<file path="src/design/hrg_regs.svh">
// constants of the health tested random generator: thresholds, counts and sizes
`ifndef HRG_REGS_SVH
`define HRG_REGS_SVH

// ************************************************************
// health test thresholds
// ************************************************************
`define HRG_REP_CUTOFF      6'd32     // identical raw bits in a row that mean a dead source
`define HRG_APT_WINDOW      10'd512   // raw bits per proportion test window
`define HRG_APT_LO          10'd200   // fewest ones tolerated in a window
`define HRG_APT_HI          10'd312   // most ones tolerated in a window
`define HRG_ENTROPY_MILLI   10'd997   // entropy per raw bit, thousandths, the windows guard

// ************************************************************
// start-up, seeding and generation counts
// ************************************************************
`define HRG_STARTUP_BITS    11'd1024  // two full windows before the first seed
`define HRG_SEED_BITS       9'd288    // raw bits folded into every seed
`define HRG_STATE_BITS      256       // width of the deterministic state
`define HRG_MIX_ROUNDS      4'd8      // mixing rounds between two output bytes
`define HRG_RESEED_LIMIT    49'h1_0000_0000_0000  // requests between two reseeds

`endif

</file>
<file path="src/design/hrg_pkg.sv">
// types shared by the health tested random generator
package hrg_pkg;

  // ************************************************************
  // controller states
  // ************************************************************
  typedef enum logic [2:0] {
    HRG_STARTUP,   // power-up online test on raw bits
    HRG_RESEED,    // folding fresh raw bits into the state
    HRG_MIX,       // stirring the state for the next byte
    HRG_READY,     // byte offered to the consumer
    HRG_FAIL       // source dead or defective, output locked
  } hrg_state_e;

  // status seen by the consumer
  typedef struct packed {
    logic startup_done;  // power-up test has passed
    logic total_fail;    // repetition test tripped
    logic defect;        // proportion test tripped
  } hrg_status_s;

  // deterministic state word
  typedef logic [255:0] hrg_pool_t;

endpackage

</file>
<file path="src/design/hrg_generator.sv">
// health tested random byte generator with physical source and reseeded mixer
`timescale 1ns/10ps
`include "hrg_regs.svh"

module hrg_generator
  import hrg_pkg::*;
#(
  parameter logic [48:0] RESEED_LIMIT = `HRG_RESEED_LIMIT  // shorten for simulation
)
(
  input  wire logic        ref_clk,     // 25 mhz system clock
  input  wire logic        rst,         // synchronous reset, active high
  input  wire logic        raw_bit,     // raw bit of the physical_entropy_generator
  input  wire logic        raw_strobe,  // raw_bit is new this cycle
  input  wire logic        rnd_req,     // consumer takes the offered byte
  output logic      [7:0]  rnd_byte,    // random byte, from a flip-flop
  output logic             rnd_valid,   // rnd_byte may be taken
  output hrg_status_s      status       // latched health status
);

  // ************************************************************
  // declarations
  // ************************************************************
  hrg_state_e    state;          // controller state
  hrg_state_e    next_state;     // controller state next cycle
  hrg_pool_t     pool;           // deterministic state
  hrg_pool_t     next_pool;      // deterministic state next cycle
  logic          last_bit;       // previous raw bit
  logic [5:0]    run_len;        // length of current run of equal bits
  logic [9:0]    win_cnt;        // position in proportion window
  logic [9:0]    ones_cnt;       // ones seen in window so far
  logic [9:0]    ones_total;     // ones including the current bit
  logic [10:0]   boot_cnt;       // raw bits seen during start-up
  logic [8:0]    seed_cnt;       // raw bits folded into current seed
  logic [3:0]    round_cnt;      // mixing rounds done
  logic [48:0]   req_cnt;        // requests since last reseed
  logic          total_fail_now; // repetition test trips this cycle
  logic          defect_now;     // proportion test trips this cycle
  logic          fail_any;       // any failure latched or arriving
  logic          apt_restart;    // internal event that relaunches the window
  logic          win_end;        // last bit of a window arrives

  // ************************************************************
  // mixing function
  // ************************************************************
  // rotate plus nonlinear fold; the and-terms make it non-invertible so
  // past states cannot be rebuilt from the present one. this is a compact
  // stirring core, a full standard construction can replace it in place.
  function automatic hrg_pool_t hrg_mix(input hrg_pool_t s);
    hrg_pool_t rot;
    rot = {s[246:0], s[255:247]};
    return rot ^ {s[127:0], (s[255:128] & s[191:64]) ^ {s[63:0], s[255:192]}};
  endfunction

  // ************************************************************
  // repetition test for total failure
  // ************************************************************
  assign total_fail_now = raw_strobe && (raw_bit == last_bit) &&
                          (run_len == `HRG_REP_CUTOFF - 6'd1);
  // run length tracking, active in every state from reset onward
  always_ff @(posedge ref_clk)
  begin
    if (rst)
    begin
      last_bit <= 1'b0;
      run_len  <= 6'd0;
    end
    else if (raw_strobe)
    begin
      last_bit <= raw_bit;
      if (raw_bit != last_bit)
        run_len <= 6'd1;                       // run broken
      else if (run_len != `HRG_REP_CUTOFF)
        run_len <= run_len + 6'd1;             // saturate at cutoff
    end
  end

  // ************************************************************
  // adaptive proportion test
  // ************************************************************
  assign ones_total  = ones_cnt + {9'd0, raw_bit};
  assign win_end     = raw_strobe && (win_cnt == `HRG_APT_WINDOW - 10'd1);
  // a biased window means entropy per bit below the guarded level
  assign defect_now  = win_end && ((ones_total < `HRG_APT_LO) ||
                                   (ones_total > `HRG_APT_HI));
  // every entry to reseed starts a fresh window
  assign apt_restart = (next_state == HRG_RESEED) && (state != HRG_RESEED);
  // window counters; run in all states, so testing is continuous
  always_ff @(posedge ref_clk)
  begin
    if (rst || apt_restart)
    begin
      win_cnt  <= 10'd0;
      ones_cnt <= 10'd0;
    end
    else if (win_end)
    begin
      win_cnt  <= 10'd0;
      ones_cnt <= 10'd0;
    end
    else if (raw_strobe)
    begin
      win_cnt  <= win_cnt + 10'd1;
      ones_cnt <= ones_total;
    end
  end

  // ************************************************************
  // failure and start-up latches
  // ************************************************************
  // set only; nothing but reset clears them
  always_ff @(posedge ref_clk)
  begin
    if (rst)
    begin
      status.total_fail   <= 1'b0;
      status.defect       <= 1'b0;
      status.startup_done <= 1'b0;
    end
    else
    begin
      if (total_fail_now)
        status.total_fail <= 1'b1;
      if (defect_now)
        status.defect <= 1'b1;
      if (state == HRG_STARTUP && next_state == HRG_RESEED)
        status.startup_done <= 1'b1;
    end
  end

  assign fail_any = status.total_fail || status.defect || total_fail_now || defect_now;

  // ************************************************************
  // controller
  // ************************************************************
  always_comb
  begin
    next_state = state;
    case (state)
      HRG_STARTUP:
        if (raw_strobe && boot_cnt == `HRG_STARTUP_BITS - 11'd1)
          next_state = HRG_RESEED;
      HRG_RESEED:
        if (raw_strobe && seed_cnt == `HRG_SEED_BITS - 9'd1)
          next_state = HRG_MIX;
      HRG_MIX:
        if (round_cnt == `HRG_MIX_ROUNDS - 4'd1)
          next_state = HRG_READY;
      HRG_READY:
        if (rnd_req)
          // reseed after the request limit, otherwise stir for the next byte
          next_state = (req_cnt == RESEED_LIMIT - 49'd1) ? HRG_RESEED : HRG_MIX;
      HRG_FAIL:
        next_state = HRG_FAIL;
      default:
        next_state = HRG_FAIL;
    endcase
    // a failure overrides everything and is final until reset
    if (fail_any)
      next_state = HRG_FAIL;
  end
  // state register
  always_ff @(posedge ref_clk)
  begin
    if (rst)
      state <= HRG_STARTUP;
    else
      state <= next_state;
  end
  // start-up bit counter
  always_ff @(posedge ref_clk)
  begin
    if (rst)
      boot_cnt <= 11'd0;
    else if (state == HRG_STARTUP && raw_strobe)
      boot_cnt <= boot_cnt + 11'd1;
  end
  // seed bit counter, cleared on each entry to reseed
  always_ff @(posedge ref_clk)
  begin
    if (rst || apt_restart)
      seed_cnt <= 9'd0;
    else if (state == HRG_RESEED && raw_strobe)
      seed_cnt <= seed_cnt + 9'd1;
  end
  // mixing round counter
  always_ff @(posedge ref_clk)
  begin
    if (rst || state != HRG_MIX)
      round_cnt <= 4'd0;
    else
      round_cnt <= round_cnt + 4'd1;
  end
  // request counter, restarted by each reseed
  always_ff @(posedge ref_clk)
  begin
    if (rst || state == HRG_RESEED)
      req_cnt <= 49'd0;
    else if (state == HRG_READY && rnd_req)
      req_cnt <= req_cnt + 49'd1;
  end

  // ************************************************************
  // deterministic state and output byte
  // ************************************************************
  always_comb
  begin
    next_pool = pool;
    case (state)
      // fresh raw bits are folded in on top of stirring
      HRG_RESEED,
      HRG_MIX:
        next_pool = hrg_mix(pool);
      HRG_READY:
        if (rnd_req)
          next_pool = hrg_mix(pool);
      default:
        next_pool = pool;
    endcase
    if (raw_strobe && state != HRG_FAIL && state != HRG_STARTUP)
      next_pool[0] = next_pool[0] ^ raw_bit;
  end
  // pool register; wiped on failure so nothing derived from bad bits survives
  always_ff @(posedge ref_clk)
  begin
    if (rst || fail_any)
      pool <= '0;
    else
      pool <= next_pool;
  end
  // output byte, loaded at the end of mixing
  always_ff @(posedge ref_clk)
  begin
    if (rst || fail_any)
      rnd_byte <= 8'h00;
    else if (state == HRG_MIX && next_state == HRG_READY)
      rnd_byte <= pool[255:248] ^ pool[7:0];
  end
  // offer only when healthy and settled
  assign rnd_valid = (state == HRG_READY) && !fail_any;
endmodule

</file>
<file path="config.mk">
export PLATFORM = sky130hd
export DESIGN_NAME = hrg_generator
export DESIGN_NICKNAME = d
export VERILOG_FILES = /design/src/design/hrg_pkg.sv /design/src/design/hrg_generator.sv
export VERILOG_INCLUDE_DIRS = /design/src /design/src/design
export SDC_FILE = /design/constraint.sdc
export NUM_CORES = 1
export LEC_CHECK = 0
export BUFFER_PORTS_ARGS = -buffer_cell sky130_fd_sc_hd__buf_2
export CORE_MARGIN = 2
export CORE_UTILIZATION = 58
export DETAILED_ROUTE_END_ITERATION = 16
export PLACE_DENSITY = 0.77
export SLEW_MARGIN = 10
export SYNTH_ARGS = -nofsm -noshare
export SYNTH_HDL_FRONTEND = slang
export SYNTH_SLANG_ARGS = --single-unit
</file>
<file path="constraint.sdc">
create_clock -name ref_clk -period 2.5 [get_ports ref_clk]
set_input_delay 0.375 -clock ref_clk [delete_from_list [all_inputs] [get_ports ref_clk]]
set_output_delay 0.375 -clock ref_clk [all_outputs]
set_load 0.02 [all_outputs]
</file>
Word-level counts from Yosys, hierarchy flattened
Cells that the tools add are included.
{"block": "op_classes", "n_addsub": 7, "magnitude_cmp": 2, "eq_ne": 18, "muxes": 12, "bitwise": 5, "reduce_logical": 32}
{"op": "one-hot mux 256 bit (2 select lines)", "count": 1}
{"op": "2-to-1 mux 256 bit", "count": 1}
{"op": "XOR 256 bit", "count": 1}
{"op": "AND 128 bit", "count": 1}
{"op": "XOR 128 bit", "count": 1}
{"op": "adder 49 x 1 -> 49 bit, second input constant", "count": 1}
{"op": "== test 49 x 48 -> 1 bit, second input constant", "count": 1}
{"op": "logical AND 1 bit", "count": 15}
{"op": "2-to-1 mux 3 bit", "count": 5}
{"op": "2-to-1 mux 6 bit", "count": 2}
{"op": "one-hot mux 3 bit (4 select lines)", "count": 1}
{"op": "adder 11 x 1 -> 11 bit, second input constant", "count": 1}
{"op": "== test 11 x 10 -> 1 bit, second input constant", "count": 1}
{"op": "adder 10 x 1 -> 10 bit", "count": 1}
{"op": "adder 10 x 1 -> 10 bit, second input constant", "count": 1}
{"op": "== test 10 x 9 -> 1 bit, second input constant", "count": 1}
{"op": "> comparator 10 x 9 -> 1 bit, second input constant", "count": 1}
{"op": "less-than comparator 10 x 8 -> 1 bit, second input constant", "count": 1}
{"op": "adder 9 x 1 -> 9 bit, second input constant", "count": 1}
{"op": "== test 3 x 2 -> 1 bit, second input constant", "count": 3}
{"op": "== test 9 bit, second input constant", "count": 1}
{"op": "logical OR 1 bit", "count": 8}
{"op": "XOR 8 bit", "count": 1}
{"op": "adder 6 x 1 -> 6 bit, second input constant", "count": 1}
{"op": "other kinds (20)", "count": 24}
{"block": "word_totals", "regBits": 370}

Depth between registers and ports, before layout
Gate-level depths: netlist (run 1).
{"block": "depth", "depth_word": 10, "ltp_mapped": 11, "mapped_depth_nobuf": 8}

Worst setup path before layout (run 1)
No wires, ideal clock.
{"block": "synth_path", "path_type": "input-to-output", "from": "input port raw_bit", "to": "output port rnd_valid", "arrival_time_ns": 2.295, "required_time_ns": 2.125, "setup_slack_ns": -0.170, "stages": 9, "cell_sequence": "ha_1 > ha_1 > clkbuf_1 > a21oi_1 > o31ai_1 > a221o_1 > o21a_1 > a21oi_1 > and3_1"}
{"block": "synth_between", "elab_chain_cells": 7, "word_cells_on_any_way": 12, "cone_classes": "add/sub (1); order compare (2); eq/ne (1); reduce/logical (8)"}
{"element": "start, declared", "line_no": "hrg_generator.sv:13", "source": "input wire logic raw_bit,"}
{"element": "adder 10 x 1 -> 10 bit or == test 1 bit (tied branches)", "line_no": "hrg_generator.sv:81, hrg_generator.sv:58"}
{"element": "less-than comparator 10 x 8 -> 1 bit (no line) (tied with other cells)"}
{"element": "logical OR 1 bit or logical AND 1 bit (tied branches)", "line_no": "hrg_generator.sv:84, hrg_generator.sv:58"}
{"element": "logical AND 1 bit or logical OR 1 bit (tied branches)", "line_no": "hrg_generator.sv:84, hrg_generator.sv:131"}
{"element": "logical OR 1 bit (*)", "line_no": "hrg_generator.sv:131", "source": "assign fail_any = status.total_fail || status.defect || total_fail_now || defect_now;"}
{"element": "zero test 1 bit (*)", "line_no": "hrg_generator.sv:240", "source": "assign rnd_valid = (state == HRG_READY) && !fail_any;"}
{"element": "logical AND 1 bit (*)", "line_no": "hrg_generator.sv:240"}
{"element": "end, declared", "line_no": "hrg_generator.sv:17", "source": "output logic rnd_valid,"}
Every way passes the cells marked *; elsewhere a longest branch is shown, timed or not.

Worst setup path after layout (run 1)
{"block": "layout_path", "from": "register ones_cnt[0]", "to": "output port rnd_valid"}
{"block": "layout_between", "elab_chain_cells": 7, "word_cells_on_any_way": 8, "cone_classes": "add/sub (1); order compare (2); reduce/logical (5)"}
{"element": "start, declared", "line_no": "hrg_generator.sv:31", "source": "logic [9:0] ones_cnt;"}
{"element": "start signal, assigned", "line_no": "hrg_generator.sv:104", "source": "ones_cnt <= ones_total;"}
{"element": "adder 10 x 1 -> 10 bit (*)", "line_no": "hrg_generator.sv:81", "source": "assign ones_total = ones_cnt + {9'd0, raw_bit};"}
{"element": "less-than comparator 10 x 8 -> 1 bit (no line) or > comparator 10 x 9 -> 1 bit (tied branches)"}
{"element": "logical OR 1 bit (*)", "line_no": "hrg_generator.sv:84", "source": "assign defect_now = win_end && ((ones_total < `HRG_APT_LO) ||"}
{"element": "logical AND 1 bit (*)", "line_no": "hrg_generator.sv:84"}
{"element": "logical OR 1 bit (*)", "line_no": "hrg_generator.sv:131"}
{"element": "zero test 1 bit (*)", "line_no": "hrg_generator.sv:240"}
{"element": "logical AND 1 bit (*)", "line_no": "hrg_generator.sv:240"}
Marked as above.

==> impl_metrics.csv, run 1 <==
group,metric,value,unit
run,drv_cap,0,
sta,rsz0062_at_grt,"yes",
floorplan,fp.dieH,183.1,um
grt,grt_max_degree,107,
floorplan,io_pins,17,
pwr,leakage,0.006689,uW
sta,period_share,123.5,%
sta,setup_viol,263,
critical_path,critPathCaptureType,"output pin",
run_status,violations,"setup timing",
floorplan,die_w,183.1,um
worst_hold_path,hold_path.class,"in2reg",
detailed_routing,drt_iter0_drc,839,
yosys,synth_flop_cell,"dfxtp_1",
detailed_routing,dr.pass1.iters,6,
placement,pre_cts_slack,-0.3392,ns
sta,worstMarginPinSlew,0.5737,ns
cts,cts_tree,"built",
placement,hpwl,23760,um
critical_path,worst_ep_required_time,2.12,ns
floorplan,floorplan.initialDensity,58.97,%
grt,grtUsageTotal,21.47,%
yosys,yosys_warnings,0,
cells_and_area,syn2layout_area_growth,17.51,%
run_status,status,"finished with violations",
floorplan,die_area,33530,um2
grt,antenna_found_initial,0,
yosys,synth_seq_cells,370,
sta,finalWorstSetupSlack,-0.5885,ns
yosys,ys_seq_area_share,39.81,%
yosys,synthesis.nets,2152,
sta,max_freq,323.8,MHz
sta,fin_skew,0.02406,ns
grt,grt_pass1_wl,62160,um
cells_and_area,fillers,2184,
cells_and_area,mostFrequentLayoutCells,"443 x nor2_1, 421 x xnor2_1, 369 x dfxtp_1",
yosys,synth_cells,2138,
sta,finalSetupTns,-36.59,ns
cts,ctsLongestPathBuffers,3,
critical_path,slowest_delay,0.51,ns
detailed_routing,post_drt_wl_per_cell,15.60,um
cts,cts_buffers,39,
sta,slew_headroom,61.75,%
floorplan,design.core.area,31560,um2
cells_and_area,drive_above_1_share,18.38,%
pwr,ir_drop,0.0004285,V
pwr,p_total,12270,uW
cells_and_area,antenna_cells,0,
cells_and_area,fin_cells,2606,
cells_and_area,multiInputGateArea,10860,um2
detailed_routing,routed_wl,40650,um
critical_path,startpoint_type,"register",
sta,hold_slack,0.2533,ns
placement,io_buffers,16,
critical_path,critPathKind,"reg2out",
cts,numClockSinks,370,
cts,cts_hold_buf,0,
cells_and_area,layout_commonest_cell,"nor2_1",
floorplan,rows,65,
cells_and_area,nNetsFinal,2189,
yosys,avgSynthCellArea,8.703,um2
critical_path,crit_top_cell,"ha_4",
critical_path,path_cells,"ha_4 -> ha_4 -> or4b_1 -> o221ai_2 -> buf_4 -> o21a_1 -> a21oi_2 -> and3_4 -> buf_6",
detailed_routing,ant_nets,0,
sta,post-route-min-period,3.089,ns
sta,finalHoldViolations,0,
detailed_routing,route.detailed.drc,0,
yosys,synth_edf_count,0,
detailed_routing,viasPerCell,5.572,
yosys,async_flop_share,0,%
cts,cts_root_buf,"clkbuf_16",
cts,clock_latency,0.53,ns
critical_path,slowest_stage,"or4b_1",
pwr,power_density,561.1,nW/um2
cts,ctsHtreeMaxLevel,2,
yosys,synth_cell_types,64,
cells_and_area,seqCellArea,7408,um2
critical_path,cp_max_fo,8,
sta,drv_slew,0,
cts,clkTransAtPathRegs,0.06,ns
grt,overflow,0,
grt,first_global_vias,13670,
placement,placed_cells,2492,
placement,place_congestion,0.8345,
detailed_routing,vias,14520,
yosys,syn_area,18610,um2
critical_path,arrival,2.71,ns
[report_power, final]
group          switching [uW]  internal (uW)  total (uW)
clock                    2380           3530        5910
combinational             222            215         437
sequential               13.2           5910        5920
total                    2620           9650       12300
[metal layers]
| layer | routed length (um) | GRT usage, % | vias to the layer above | share of wire, % |
|---|---|---|---|---|
| met1 | 17930 | 27.12 | 7024 | 44 |
| li1 | - | - | 7139 | - |
| met2 | 20300 | 38.21 | 280 | 50 |
| met3 | 1601 | 3.137 | 78 | 3.9 |
| met5 | 0 | 0 | - | 0 |
| met4 | 811 | 5.856 | 0 | 2.0 |
[what timing repair did]
action / 4_1_cts / 5_1_grt
endpoints found under the setup margin: 210 / 221
gates resized for setup: 6 / 100
pin swaps: 6 / 8
cloned: 0 / 24
setup buffers: 1 / 20
[synth_stat cells, drive strengths merged (2+ instances only)]
| cell | n | share of area (%) |
|---|---|---|
| a211oi | 132 | 8.6 |
| a21oi | 138 | 3.7 |
| a311oi | 9 | 0.42 |
| a31oi | 3 | 0.10 |
| and2 | 4 | 0.13 |
| and3 | 19 | 0.64 |
| and4 | 13 | 0.63 |
| buf | 51 | 1.8 |
| clkbuf | 80 | 1.6 |
| dfxtp | 370 | 40 |
| ha | 9 | 0.61 |
| inv | 9 | 0.18 |
| mux2i | 5 | 0.27 |
| nand2 | 174 | 3.5 |
| nand2b | 4 | 0.13 |
| nand3 | 38 | 1.0 |
| nand4 | 25 | 0.87 |
| nand4b | 3 | 0.14 |
| nor2 | 494 | 10 |
| nor2b | 3 | 0.10 |
| nor3 | 21 | 0.62 |
| nor3b | 2 | 0.081 |
| nor4 | 6 | 0.24 |
| nor4b | 2 | 0.17 |
| o211ai | 2 | 0.11 |
| o21ai | 7 | 0.19 |
| o31ai | 4 | 0.24 |
| or2 | 3 | 0.10 |
| or3 | 6 | 0.23 |
| xnor2 | 421 | 20 |
| xor2 | 61 | 2.9 |
[state kept, by name, summed over array words and instances (netlist names)]
signal and flops:
pool 256, req_cnt 49, boot_cnt 11, ones_cnt 10
win_cnt 10, seed_cnt 9, rnd_byte 8, run_len 6
round_cnt 4, state 3, status 3, last_bit 1
[logic make-up (layout without fill, tap and decap cells)]
group,Yosys count,in the layout,synth area share (%)
AND/OR/NAND/NOR,822,822,18.85
XOR/XNOR,482,482,22.69
flip-flops,370,370,39.81
AO/OA/AOI/OAI,309,309,14.13
buffers and inverters,141,207,3.651
adder cells (fa/ha/maj),9,9,0.6052
multiplexers,5,5,0.2690
[per-stage QoR]
stage	instance area, um2	utilization (%)
6_report	21860	69.29
5_1_grt	21860	69.29
4_1_cts	20770	65.84
3_5_place_dp	19420	61.55
3_3_place_gp	19420	61.55
2_1_floorplan	18620	-
[layout make-up]
| type | count | share of cell area, % |
|---|---|---|
| Timing Repair Buffer | 127 | 7.983 |
| Clock buffer | 57 | 5.282 |
| Multi-Input combinational cell | 1627 | 49.65 |
| Clock inverter | 13 | 0.7268 |
| Tap cell | 402 | 2.300 |
| Inverter | 10 | 0.1717 |
| Sequential cell | 370 | 33.88 |
[critical path, delay by kind of cell, from the launching register on]
kind,cells,cell delay [ns]
buffers and inverters,2,0.29
AOI/OAI and AO/OA,3,0.53
DFF,1,0.33
adders and majority gates,2,0.34
and+or+nand+nor,2,0.68
[final timing paths]
kind                                 start                  endpoint  slack (ns)  cells past startpoint
setup reg to reg  ones_cnt[0]$_SDFFE_PP0P_    pool[211]$_SDFFE_PP0P_       -0.22                     13
hold reg to reg    round_cnt[0]$_SDFF_PP0_   round_cnt[0]$_SDFF_PP0_        0.45                      1
hold / removal                     raw_bit  ones_cnt[0]$_SDFFE_PP0P_        0.25                      4
setup / recovery  ones_cnt[0]$_SDFFE_PP0P_                 rnd_valid       -0.59                      9
No activity file was read; power rests on OpenSTA's default activity.
==> run 2: changes to the inputs <==
==> constraint.sdc (replaced) <==
create_clock -name ref_clk -period 2.6 [get_ports ref_clk]
set_input_delay 0.39 -clock ref_clk [delete_from_list [all_inputs] [get_ports ref_clk]]
set_output_delay 0.39 -clock ref_clk [all_outputs]
set_load 0.02 [all_outputs]
==> impl_metrics.csv, run 2 (synthesized netlist as in run 1, its figures left out) <==
group,metric,value,unit
sta,drv_slew,0,
worst_hold_path,hold_end,"win_cnt[1]$_SDFFE_PP0P_",
run,drv_cap,0,
placement,place_congestion,0.8329,
detailed_routing,dr.pass1.iters,5,
grt,first_global_vias,13670,
pwr,ir_drop,0.0004717,V
cts,clock_latency,0.53,ns
cells_and_area,layout_commonest_cell,"nor2_1",
critical_path,worst_ep_required_time,2.21,ns
cells_and_area,antenna_cells,0,
floorplan,design.core.area,31560,um2
floorplan,floorplan.initialDensity,58.97,%
sta,max_freq,337.2,MHz
sta,slew_headroom,63.69,%
detailed_routing,routed_wl,36480,um
cts,clkTransAtPathRegs,0.06,ns
critical_path,reg2regPathDepth,10,
critical_path,r2r_start,"ones_cnt[0]$_SDFFE_PP0P_",
pwr,p_sw,2464,uW
grt,grtUsageTotal,21.70,%
cts,cts_tree,"built",
worst_hold_path,hold_path.class,"in2reg",
critical_path,r2r_setup_slack,0.06,ns
sta,fin_skew,0.01418,ns
worst_hold_path,hp-start,"raw_strobe",
cts,ctsLongestPathBuffers,3,
sta,rsz0062_at_grt,"yes",
grt,grt_pass1_wl,62850,um
critical_path,arrival,2.58,ns
detailed_routing,viasPerCell,5.472,
critical_path,startpoint,"ones_cnt[0]$_SDFFE_PP0P_",
critical_path,cp_max_fo,7,
critical_path,startpoint_type,"register",
placement,pre_cts_slack,-0.1939,ns
pwr,clockPowerShare,49.0,%
placement,hpwl,23420,um
pwr,power_density,560.2,nW/um2
pwr,p_int,9210,uW
critical_path,critPathKind,"reg2out",
detailed_routing,drt_iter0_drc,811,
sta,period_share,114.1,%
cts,cts_buffers,40,
critical_path,r2r_end,"pool[236]$_SDFFE_PP0P_",
grt,grt_max_degree,75,
cts,ctsHtreeMaxLevel,2,
pwr,p_total,11670,uW
cells_and_area,fillers,2398,
cells_and_area,mostFrequentLayoutCells,"494 x nor2_1, 421 x xnor2_1, 369 x dfxtp_1",
floorplan,die_w,183.1,um
run_status,status,"finished with violations",
run_status,violations,"setup timing",
floorplan,fp.dieH,183.1,um
grt,overflow,0,
sta,setup_viol,1,
sta,finalWorstSetupSlack,-0.3659,ns
sta,worstMarginPinSlew,0.5396,ns
sta,finalHoldViolations,0,
sta,post-route-min-period,2.966,ns
cells_and_area,drive_above_1_share,13.74,%
detailed_routing,route.detailed.drc,0,
pwr,seqPwrFrac,48.8,%
floorplan,rows,65,
cells_and_area,largestRegisters,"pool: 256 flops, req_cnt: 49 flops, boot_cnt: 11 flops",
cts,cts_root_buf,"clkbuf_16",
worst_hold_path,min_path_cells,3,
pwr,swShare,21.11,%
critical_path,critPathCaptureType,"output pin",
cells_and_area,regMostFlops,"pool",
pwr,p_comb_share,2.2,%
cells_and_area,nNetsFinal,2144,
detailed_routing,vias,14030,
cells_and_area,syn2layout_area_growth,12.00,%
floorplan,die_area,33530,um2
floorplan,io_pins,17,
cts,numClockSinks,370,
pwr,leakage,0.006286,uW
cells_and_area,largest_reg_flops,256,
detailed_routing,post_drt_wl_per_cell,14.23,um
detailed_routing,ant_nets,0,
placement,io_buffers,16,
grt,antenna_found_initial,1,
-- run 2: cell types whose count changed in the layout (fill, tap and decap cells not counted), moves of 6 or more --
cell / previous run / this run
buf_4: 48 / 40
buf_6: 9 / 1
clkbuf_16: 60 / 45
a311oi_2: 7 / 1
a311oi_1: 2 / 8
nor2_2: 49 / 0
a211oi_1: 3 / 10
buf_8: 6 / 0
nor2_1: 443 / 494
-- run 2: repair_timing --
action,in CTS,in global routing
resized for setup,11,4
pin swaps,6,2
hold buffers,0,0
setup buffers,3,3
cloned,0,3
setup endpoints to repair,22,42
-- run 2: critical path, cell delays in order (launching register included) --
cell	delay, ns
dfxtp_2	0.34
ha_4	0.17
ha_4	0.18
and3b_1	0.23
nand4b_1	0.10
a221o_1	0.36
o21a_1	0.21
a21oi_2	0.15
and3_4	0.20
buf_6	0.11
-- run 2: worst max path at each step --
stage | to | slack (ns) | cells past startpoint
global placement | rnd_valid | -0.17 | 10
floorplan | rnd_valid | 0.01 | 9
global route | rnd_valid | -0.46 | 9
detailed placement | pool[62]$_SDFFE_PP0P_ | -0.19 | 10
finish | rnd_valid | -0.37 | 9
CTS | rnd_valid | -0.34 | 9
-- run 2: power by group through the flow --
stage	logic [uW]	registers, uW	clock network [uW]
after floorplan	162	5820	0
after global placement	237	5820	0
after detailed placement	242	5820	0
after CTS	247	5690	5830
after global routing	281	5690	6070
final	262	5690	5720
-- run 2: per-layer routing --
metal  vias to the layer above  part of all wire, %  track usage [%]
met3                        55                  4.0            3.336
met2                       227                   47            37.61
li1                       7058                    -                -
met1                      6686                   47            28.27
met5                         -                    0                0
met4                         0                  1.7            5.600
-- run 2: metrics by stage --
step | std cells | util, % | setup TNS [ns] | cell area [um2] | hold WS, ns
3_5_place_dp | 2484 | 61.23 | -30.60 | 19320 | 0.4344
4_1_cts | 2559 | 65.71 | -0.3379 | 20730 | 0.2314
5_1_grt | 2563 | 66.04 | -0.4907 | 20840 | 0.2784
3_3_place_gp | 2484 | 61.23 | -19.51 | 19320 | 0.4264
6_report | 2563 | 66.04 | -0.3659 | 20840 | 0.2619
2_1_floorplan | 2138 | - | 0 | 18620 | 0.4176
-- run 2: final cells by class --
class	count	area, um2	area share, %
Clock inverter	11	95.09	0.4563
Inverter	10	37.54	0.1801
Timing Repair Buffer	81	909.6	4.365
Tap cell	402	503.0	2.414
Sequential cell	370	7408	35.55
Clock buffer	62	1256	6.028
Multi-Input combinational cell	1627	10630	51.01
